### src/design/irq_ctx_pkg.sv
// constants, opcodes and state codes for the interrupt context save and return logic
`default_nettype none

package irq_ctx_pkg;

  // datapath widths of the core
  localparam int unsigned PC_W   = 12;
  localparam int unsigned DATA_W = 8;

  // return opcodes recognised by this block
  localparam logic [PC_W-1:0] OPC_RETURN     = 12'h00E;
  localparam logic [PC_W-1:0] OPC_RETURN_ADJ = 12'h00F;

  // service routine entry address
  localparam logic [PC_W-1:0] VECTOR_ADDR = 12'h000;

  // instruction cycles per return, by speed mode
  localparam logic [1:0] CYCLES_COMPAT = 2'h2;
  localparam logic [1:0] CYCLES_TURBO  = 2'h3;

  // values after reset
  localparam logic [PC_W-1:0]   PC_RESET   = 12'h000;
  localparam logic [DATA_W-1:0] DATA_RESET = 8'h00;
  localparam logic [1:0]        CNT_RESET  = 2'h0;

  // sequencer states
  typedef enum logic [1:0] {
    S_IDLE = 2'b00,
    S_EXEC = 2'b01,
    S_LAST = 2'b10
  } state_t;

  // true for either interrupt-return opcode
  function automatic logic opcode_is_return(input logic [PC_W-1:0] opc);
    opcode_is_return = (opc == OPC_RETURN) || (opc == OPC_RETURN_ADJ);
  endfunction

  // length of a return in cycles for the selected speed mode
  function automatic logic [1:0] return_cycles(input logic turbo);
    return_cycles = turbo ? CYCLES_TURBO : CYCLES_COMPAT;
  endfunction

endpackage : irq_ctx_pkg

`default_nettype wire

### src/design/context_if.sv
// carrier between the sequencer and the shadow register set
`default_nettype none

interface context_if;
  import irq_ctx_pkg::*;

  logic              capture;
  logic [PC_W-1:0]   pc_in;
  logic [DATA_W-1:0] acc_in;
  logic [DATA_W-1:0] status_in;
  logic [DATA_W-1:0] fsp_in;
  logic [PC_W-1:0]   pc_shadow;
  logic [DATA_W-1:0] acc_shadow;
  logic [DATA_W-1:0] status_shadow;
  logic [DATA_W-1:0] fsp_shadow;

  // sequencer side drives the live values and the capture strobe
  modport owner (
    output capture, pc_in, acc_in, status_in, fsp_in,
    input  pc_shadow, acc_shadow, status_shadow, fsp_shadow
  );

  // shadow side stores them
  modport store (
    input  capture, pc_in, acc_in, status_in, fsp_in,
    output pc_shadow, acc_shadow, status_shadow, fsp_shadow
  );
endinterface : context_if

`default_nettype wire

### src/design/context_shadow.sv
// single-level shadow register set for program counter, accumulator, status and pointer
`default_nettype none

module context_shadow (
  input  wire logic   i_clock,
  input  wire logic   i_reset,
  context_if.store    ctx
);
  import irq_ctx_pkg::*;

  ////////////////////////////////////////////////////////////////////////////
  // one level only: a second capture would overwrite the first context
  always_ff @(posedge i_clock) begin
    if (i_reset) begin
      ctx.pc_shadow     <= PC_RESET;
      ctx.acc_shadow    <= DATA_RESET;
      ctx.status_shadow <= DATA_RESET;
      ctx.fsp_shadow    <= DATA_RESET;
    end else if (ctx.capture) begin
      ctx.pc_shadow     <= ctx.pc_in;
      ctx.acc_shadow    <= ctx.acc_in;
      ctx.status_shadow <= ctx.status_in;
      ctx.fsp_shadow    <= ctx.fsp_in;
    end
  end

endmodule : context_shadow

`default_nettype wire

### src/design/interrupt_context_return.sv
// interrupt entry context save, vectoring and the two interrupt-return sequences
// What this block does
// - opcode 00Eh reloads program counter, accumulator, status and pointer from shadows.
// - both returns restore every status bit from its shadow copy.
// - interrupt entry saves 12-bit program counter, accumulator, status, pointer into shadows.
// - after saving, execution jumps to address 000h.
// - after return, fetching resumes at the restored program counter.
// - each return takes 2 cycles in compatible mode, 3 in turbo.
// - opcode 00Fh does the same restore, preceded by a timer adjustment.
// - timer-adjusting return adds accumulator to the real-time counter before restoring.
`default_nettype none

module interrupt_context_return (
  input  wire logic                            i_clock,
  input  wire logic                            i_reset,
  input  wire logic                            i_turbo_mode,
  input  wire logic                            i_irq_take,
  input  wire logic                            i_opcode_valid,
  input  wire logic [irq_ctx_pkg::PC_W-1:0]    i_opcode,
  input  wire logic [irq_ctx_pkg::PC_W-1:0]    i_pc,
  input  wire logic [irq_ctx_pkg::DATA_W-1:0]  i_accumulator,
  input  wire logic [irq_ctx_pkg::DATA_W-1:0]  i_status,
  input  wire logic [irq_ctx_pkg::DATA_W-1:0]  i_file_select_pointer,
  input  wire logic [irq_ctx_pkg::DATA_W-1:0]  i_realtime_counter,
  output logic                                 o_busy,
  output logic                                 o_isr_active,
  output logic                                 o_pc_load,
  output logic [irq_ctx_pkg::PC_W-1:0]         o_pc_value,
  output logic                                 o_acc_load,
  output logic [irq_ctx_pkg::DATA_W-1:0]       o_acc_value,
  output logic                                 o_status_load,
  output logic [irq_ctx_pkg::DATA_W-1:0]       o_status_value,
  output logic                                 o_fsp_load,
  output logic [irq_ctx_pkg::DATA_W-1:0]       o_file_select_pointer,
  output logic                                 o_rtc_load,
  output logic [irq_ctx_pkg::DATA_W-1:0]       o_realtime_counter
);
  import irq_ctx_pkg::*;

  state_t            state_reg;
  logic [1:0]        cnt_reg;
  logic              ret_ok;
  logic              ret_adjust;
  logic              take_ok;
  logic              restore_now;
  logic [DATA_W-1:0] adjust_sum;

  context_if ctx ();

  ////////////////////////////////////////////////////////////////////////////
  // request qualification
  // a return wins over a simultaneous entry; the core keeps its entry request up
  assign ret_ok      = (state_reg == S_IDLE) && i_opcode_valid && opcode_is_return(i_opcode);
  assign ret_adjust  = ret_ok && (i_opcode == OPC_RETURN_ADJ);
  assign take_ok     = (state_reg == S_IDLE) && i_irq_take && !o_isr_active && !ret_ok;
  assign restore_now = (state_reg == S_EXEC) && (cnt_reg == 2'h1);
  // counter wraps modulo 256 like the real counter
  assign adjust_sum  = DATA_W'(i_realtime_counter + i_accumulator);

  // live context goes to the shadow set, captured on entry only
  assign ctx.capture   = take_ok;
  assign ctx.pc_in     = i_pc;
  assign ctx.acc_in    = i_accumulator;
  assign ctx.status_in = i_status;
  assign ctx.fsp_in    = i_file_select_pointer;

  context_shadow u_shadow (
    .i_clock (i_clock),
    .i_reset (i_reset),
    .ctx     (ctx.store)
  );

  ////////////////////////////////////////////////////////////////////////////
  // sequencer state
  always_ff @(posedge i_clock) begin
    if (i_reset) begin
      state_reg <= S_IDLE;
    end else begin
      case (state_reg)
        S_IDLE: begin
          if (ret_ok) begin
            state_reg <= S_EXEC;
          end else if (take_ok) begin
            state_reg <= S_LAST;
          end
        end
        S_EXEC: begin
          if (cnt_reg == 2'h1) begin
            state_reg <= S_LAST;
          end
        end
        S_LAST:  state_reg <= S_IDLE;
        default: state_reg <= S_IDLE;
      endcase
    end
  end

  // cycle counter: loaded with the mode's length less one, restore fires at one
  always_ff @(posedge i_clock) begin
    if (i_reset) begin
      cnt_reg <= CNT_RESET;
    end else if (ret_ok) begin
      cnt_reg <= return_cycles(i_turbo_mode) - 2'h1;
    end else if (state_reg == S_EXEC) begin
      cnt_reg <= cnt_reg - 2'h1;
    end
  end

  // busy covers every cycle of a return and the entry cycle
  always_ff @(posedge i_clock) begin
    if (i_reset) begin
      o_busy <= 1'b0;
    end else if (state_reg == S_IDLE) begin
      o_busy <= ret_ok || take_ok;
    end else if (state_reg == S_LAST) begin
      o_busy <= 1'b0;
    end
  end

  // service routine flag, which blocks nesting
  always_ff @(posedge i_clock) begin
    if (i_reset) begin
      o_isr_active <= 1'b0;
    end else if (take_ok) begin
      o_isr_active <= 1'b1;
    end else if (restore_now) begin
      o_isr_active <= 1'b0;
    end
  end

  ////////////////////////////////////////////////////////////////////////////
  // timer adjustment in the first cycle, one cycle before the accumulator is restored in compatible mode, two in turbo
  always_ff @(posedge i_clock) begin
    if (i_reset) begin
      o_rtc_load         <= 1'b0;
      o_realtime_counter <= DATA_RESET;
    end else begin
      o_rtc_load <= ret_adjust;
      if (ret_adjust) begin
        o_realtime_counter <= adjust_sum;
      end
    end
  end

  // program counter: vector on entry, shadow on return
  always_ff @(posedge i_clock) begin
    if (i_reset) begin
      o_pc_load  <= 1'b0;
      o_pc_value <= PC_RESET;
    end else begin
      o_pc_load <= take_ok || restore_now;
      if (take_ok) begin
        o_pc_value <= VECTOR_ADDR;
      end else if (restore_now) begin
        o_pc_value <= ctx.pc_shadow;
      end
    end
  end

  // accumulator, status and pointer reload in the last cycle of either return
  always_ff @(posedge i_clock) begin
    if (i_reset) begin
      o_acc_load            <= 1'b0;
      o_status_load         <= 1'b0;
      o_fsp_load            <= 1'b0;
      o_acc_value           <= DATA_RESET;
      o_status_value        <= DATA_RESET;
      o_file_select_pointer <= DATA_RESET;
    end else begin
      o_acc_load    <= restore_now;
      o_status_load <= restore_now;
      o_fsp_load    <= restore_now;
      if (restore_now) begin
        o_acc_value           <= ctx.acc_shadow;
        o_status_value        <= ctx.status_shadow;                              // whole byte
        o_file_select_pointer <= ctx.fsp_shadow;
      end
    end
  end
endmodule : interrupt_context_return

`default_nettype wire

### config.mk
export PLATFORM = sky130hd
export DESIGN_NAME = interrupt_context_return
export DESIGN_NICKNAME = d
export VERILOG_FILES = /design/src/design/irq_ctx_pkg.sv /design/src/design/context_if.sv /design/src/design/context_shadow.sv /design/src/design/interrupt_context_return.sv
export SDC_FILE = /design/constraint.sdc
export NUM_CORES = 1
export LEC_CHECK = 0
export BUFFER_PORTS_ARGS = -buffer_cell sky130_fd_sc_hd__buf_2
export CAP_MARGIN = 20
export CORE_MARGIN = 3
export CORE_UTILIZATION = 50
export DETAILED_ROUTE_END_ITERATION = 10
export PLACE_DENSITY = 0.86
export SYNTH_ARGS = -nofsm -noshare
export SYNTH_HDL_FRONTEND = slang
export SYNTH_HIERARCHICAL = 1
export SYNTH_SLANG_ARGS = --single-unit
### constraint.sdc
create_clock -name i_clock -period 2.4 [get_ports i_clock]
set_input_delay 0.48 -clock i_clock [delete_from_list [all_inputs] [get_ports i_clock]]
set_output_delay 0.48 -clock i_clock [all_outputs]
set_load 0.03 [all_outputs]
# Word-level counts from Yosys, hierarchy flattened
# Index checks and enable logic that the tools add are counted.
[totals]
reg_bits = 89
latchBits = 0
mem_bits_rw = 0
mem_bits_ro = 0
out_inout_bits = 51
elab_cells = 55
n_memories = 0
[classes]
add_sub_neg = 3
n_mul = 0
div = 0
magnitude_cmp = 0
eq_ne = 7
shifts = 0
mux = 11
bitwise_logic = 0
reduce_logical = 18
[ops]
columns = ["cell", "count"]
rows = [
  ["== test 12 x 4 -> 1 bit, second input constant", 2],
  ["two-way mux 2 bit", 5],
  ["adder 8 bit", 1],
  ["logical AND 1 bit", 7],
  ["nonzero test 2 bit", 3],
  ["two-way mux 1 bit", 5],
  ["== test 2 x 1 -> 1 bit, second input constant", 2],
  ["case mux 2 bit (2 select lines)", 1],
  ["subtractor 2 x 1 -> 2 bit, second input constant", 2],
  ["logical OR 1 bit", 3],
  ["inequality test 3 bit, second input constant", 1],
  ["== test 2 bit, second input constant", 1],
  ["zero test 1 bit", 2],
  ["zero test 2 bit", 1],
  ["inequality test 2 x 1 -> 1 bit, second input constant", 1],
  ["AND reduction 2 bit", 1],
  ["OR reduction 2 bit", 1],
]

# Depth between registers and ports, before layout
[logic_depth]
depth_word = 8
ltp_mapped = 8

# By module
# The synthesis kept the hierarchy.
[by_module_without_submodules]
columns = ["mod", "n_inst", "cells_each", "area_per_inst_um2"]
rows = [
  ["interrupt_context_return", 1, 270, 2240.9],
  ["context_shadow", 1, 116, 1306.3],
]

# Worst setup path after synthesis
# No wires, ideal clock.
[synth_path]
kind = "input to register"
startpoint = "in i_opcode[9] (netlist bit)"
endpoint = "reg u_shadow.ctx.acc_shadow[0]"
setup_time_ns = 0.117
arrival_ns = 1.992
required_ns = 2.283
path_slack_ns = 0.291
cell_stages = 7
path_cell_list = "or4_4 > nor4_4 > nor2_1 > buf_6 > buf_12 > mux2i_1 > nor2_1"
[synth_via]
elab_chain_cells = 5
[synth_rtl]
columns = ["item", "line_no", "rtl"]
rows = [
  ["start: declaration", "interrupt_context_return.sv:19", "input wire logic [irq_ctx_pkg::PC_W-1:0] i_opcode,"],
  ["== test 12 x 4 -> 1 bit", "irq_ctx_pkg.sv:35", "opcode_is_return = (opc == OPC_RETURN) || (opc == OPC_RETURN_ADJ);"],
  ["logical OR 1 bit *", "irq_ctx_pkg.sv:35", ""],
  ["logical AND 1 bit *", "interrupt_context_return.sv:53", "assign ret_ok = (state_reg == S_IDLE) && i_opcode_valid && opcode_is_return(i_opcode);"],
  ["zero test 1 bit *", "interrupt_context_return.sv:55", "assign take_ok = (state_reg == S_IDLE) && i_irq_take && !o_isr_active && !ret_ok;"],
  ["logical AND 1 bit *", "interrupt_context_return.sv:55", ""],
  ["net ctx.capture", "context_if.sv:7", "logic capture;"],
  ["end signal: assignment", "context_shadow.sv:21", "ctx.acc_shadow <= ctx.acc_in;"],
  ["end: declaration", "context_if.sv:26", "output pc_shadow, acc_shadow, status_shadow, fsp_shadow"],
]
# The timed path passes the listed nets; every way through them passes the cells marked *.
# A chain may end at the register's enable or synchronous reset.

# Worst setup path in the final report
[layout_path]
startpoint = "reg state_reg[0]"
endpoint = "reg u_shadow.ctx.pc_shadow[3]"
[layout_via]
elab_chain_cells = 5
[layout_rtl]
columns = ["item", "line_no", "rtl"]
rows = [
  ["start: declaration", "interrupt_context_return.sv:40", "state_t state_reg;"],
  ["start signal: assignment", "interrupt_context_return.sv:77", "state_reg <= S_IDLE;"],
  ["start signal: assignment", "interrupt_context_return.sv:82", "state_reg <= S_EXEC;"],
  ["start signal: assignment", "interrupt_context_return.sv:84", "state_reg <= S_LAST;"],
  ["zero test 2 bit *", "interrupt_context_return.sv:53, interrupt_context_return.sv:55", ""],
  ["logical AND 1 bit (2 in a row)", "interrupt_context_return.sv:53", ""],
  ["zero test 1 bit", "interrupt_context_return.sv:55", ""],
  ["logical AND 1 bit *", "interrupt_context_return.sv:55", ""],
  ["net ctx.capture", "context_if.sv:7", ""],
  ["end signal: assignment", "context_shadow.sv:20", "ctx.pc_shadow <= ctx.pc_in;"],
  ["end: declaration", "context_if.sv:26", ""],
]
# Marked as above.

==> results.tsv <==
stage	metric	value	unit
logic_synthesis	avgSynthCellArea	9.190	µm²
layout	final_cell_mix	buf_2, dfxtp_1, nand2_1, a21oi_1, nor2_1	
pwr	ir_worst_vdd	0.3610	mV
logic_synthesis	synth_xor_area_frac	0.01235	
critical_path	crit_type	flip-flop to flip-flop	
layout	fin_cells	593	
worst_hold_path	hp-class	primary input to flip-flop	
pwr	power_density	677.9	mW/mm²
logic_synthesis	ys_seq_area_frac	0.5023	
place	dpl.hpwl	5.850	mm
sta	rsz0062_at_grt	false	
critical_path	cp-end-kind	flip-flop	
die	core_area	0.006832	mm²
clock_network	cts_hold_buffers	0	
critical_path	cpMaxStageDelayCell	or3b_2	
critical_path	slowest_delay	580	ps
sta	setup_tns	0	ps
routing	totalWireLength	8.217	mm
layout	design_area	0.004380	mm²
clock_network	post_cts_resized	0	
job	drv_cap	0	
layout	nFillCells	592	
clock_network	clk_latency	340	ps
clock_network	clk_pin_slew	90	ps
die	start_util	0.5192	
clock_network	cts_sinks	89	
die	die_x	90.23	µm
die	row_count	30	
grt	grt_pass1_vias	2925	
logic_synthesis	ys_async_sr_fraction	0	
place	place_congestion	0.8740	
layout	syn_to_final_growth	23.49	%
logic_synthesis	synth.distinct_cells	44	
place	numPortBuffers	111	
logic_synthesis	syn-cell-area	0.003547	mm²
clock_network	cts.htree.levels	3	
logic_synthesis	synth_compound_area_frac	0.1129	
critical_path	path_buf_inv	1	
logic_synthesis	syn_nets	456	
critical_path	path_max_fanout	19	
sta	fin_crit_sh	0.8807	
routing	wl_per_cell	13.86	µm
routing	viasPerCell	5.076	
logic_synthesis	synth_cells	386	
routing	ant_nets	0	
logic_synthesis	synth-adder-area-share	0.03386	
clock_network	cts_buffers	9	
sta	slew_violations	0	
grt	antenna_found_initial	0	
sta	maxSlewHeadroom	0.7136	
sta	fmax	0.4731	GHz
routing	vias	3010	
grt	grt_overflow	0	
clock_network	cts_setup_buffers	0	
logic_synthesis	synth_edf_count	0	
grt	gr-usage-all-layers	0.2035	
critical_path	start_kind	flip-flop	
grt	grt_pass1_wl	13.62	mm
pwr	p_leak	1.921	nW
logic_synthesis	synth_top_area_share	0.5023	
die	ios	112	
routing	drc	0	
clock_network	cts_tree	done	
place	dp.cells	577	
logic_synthesis	yosys-top-cells-area	dfxtp_1, mux2i_1, nand2_1, a21oi_1, nor2_1	
logic_synthesis	synth_area_leader_cell	dfxtp_1	
layout	multi_input_area	0.001600	mm²
sta	setup_violations	0	
die	dieArea	0.008141	mm²
grt	grt_max_degree	37	
sta	tightest_slew	418.8	ps
layout	drive_gt1_frac	0.2938	
sta	finalHoldViolations	0	
layout	register_area	0.001782	mm²
clock_network	clockBufferDepth	2	
layout	n_antenna_cell	0	
layout	largestRegisters	o_pc_value (12), u_shadow/ctx.pc_shadow (12)	
logic_synthesis	synthMuxAreaShare	0.1016	
logic_synthesis	ys_ff_latch	89	
sta	final.min_clock_period	2114	ps
logic_synthesis	ys_warn_count	6	
critical_path	critPathArrivalTime	2340	ps
place	dpl-instance-area	0.004161	mm²
clock_network	root_buffer	clkbuf_8	
logic_synthesis	yosys_most_used_dff	dfxtp_1	
routing	drt_iter0_drc	107	
die	fp.dieH	90.23	µm
layout	fin_nets	562	
critical_path	worstPathRequired	2630	ps
sta	fin_skew	8.439	ps
critical_path	cp_cell_sequence	or2_2, or3b_2, nor2_4, buf_12, mux2i_1, nor2_1	
routing	drt-pass1-iter-count	4	
critical_path	critical_path.top_delay_family	simple AND/OR/NAND/NOR gates	
logic_synthesis	synth-simple-area-share	0.1884	
run_status	run_status	finished, final reports clean	
layout	final_common_cell	buf_2	
logic_synthesis	synth_top_family_by_area	simple AND/OR/NAND/NOR gates	
-- final cells by class --
class | count | share of cell area
Clock inverter | 7 | 0.02171
Clock buffer | 9 | 0.02828
Timing Repair Buffer | 121 | 0.1497
Tap cell | 96 | 0.02742
Sequential cell | 89 | 0.4067
Multi-Input combinational cell | 270 | 0.3653
Inverter | 1 | 0.0008569
-- metrics by stage --
step / setup WS [ps] / total power [mW] / hold WS, ps / util
after floorplan: 290.9 / 1.798 / 431.3 / -
final: 286.3 / 2.970 / 333.0 / 0.6412
after global placement: 163.2 / 1.883 / 434.9 / 0.6092
after global routing: 199.1 / 3.085 / 338.8 / 0.6412
after CTS: 294.1 / 2.994 / 317.8 / 0.6412
after detailed placement: 128.8 / 1.893 / 443.7 / 0.6092
-- Yosys cell counts (all sizes together) (2+ instances only) --
| cell | number |
|---|---|
| dfxtp | 89 |
| nand2 | 83 |
| nor2 | 46 |
| a21oi | 45 |
| mux2i | 36 |
| buf | 14 |
| clkbuf | 12 |
| ha | 8 |
| nand2b | 6 |
| a211oi | 4 |
| xor2 | 4 |
| o211ai | 3 |
| or4 | 3 |
| a2111oi | 2 |
| a211o | 2 |
| a21o | 2 |
| nor4 | 2 |
| o21ai | 2 |
| o21bai | 2 |
| o22ai | 2 |
| or2 | 2 |
| or3b | 2 |
-- path summary, 6_finish.rpt --
path / start / to / slack (ps) / cells after the start
worst max register to register: state_reg[0]$_SDFFE_PP0P_ / u_shadow/ctx.pc_shadow[3]$_SDFFE_PP0P_ / 290 / 6
worst min-delay path: i_turbo_mode / cnt_reg[0]$_SDFFE_PP0P_ / 330 / 2
worst min register to register: o_realtime_counter[2]$_SDFFE_PP0P_ / o_realtime_counter[2]$_SDFFE_PP0P_ / 450 / 2
worst max-delay path: state_reg[0]$_SDFFE_PP0P_ / u_shadow/ctx.pc_shadow[3]$_SDFFE_PP0P_ / 290 / 6
-- logic make-up (layout without fill, tap and decap cells) --
kind of cell | Yosys count | after routing
adders and majority gates | 9 | 9
xor gates and xnor gates | 5 | 5
muxes | 36 | 36
AOI/OAI and AO/OA | 68 | 68
and+or+nand+nor | 152 | 152
buffers and inverters | 27 | 138
DFF | 89 | 89
-- per-layer routing --
metal  track usage  part of all wire  vias to the layer above
met5             0                 0                        -
met4       0.08418             0.020                        0
met3       0.05272             0.065                       14
met2        0.3323              0.47                       96
met1        0.2559              0.45                     1389
li1              -                 -                     1511
-- power by group --
group	switching (mW)	internal (mW)	total (mW)	leakage [nW]
Sequential	0.0243	1.52	1.55	0.723
Combinational	0.162	0.149	0.310	1.09
Clock	0.525	0.586	1.11	0.109
Total	0.710	2.26	2.97	1.92
No activity file was read; power rests on OpenSTA's default activity.
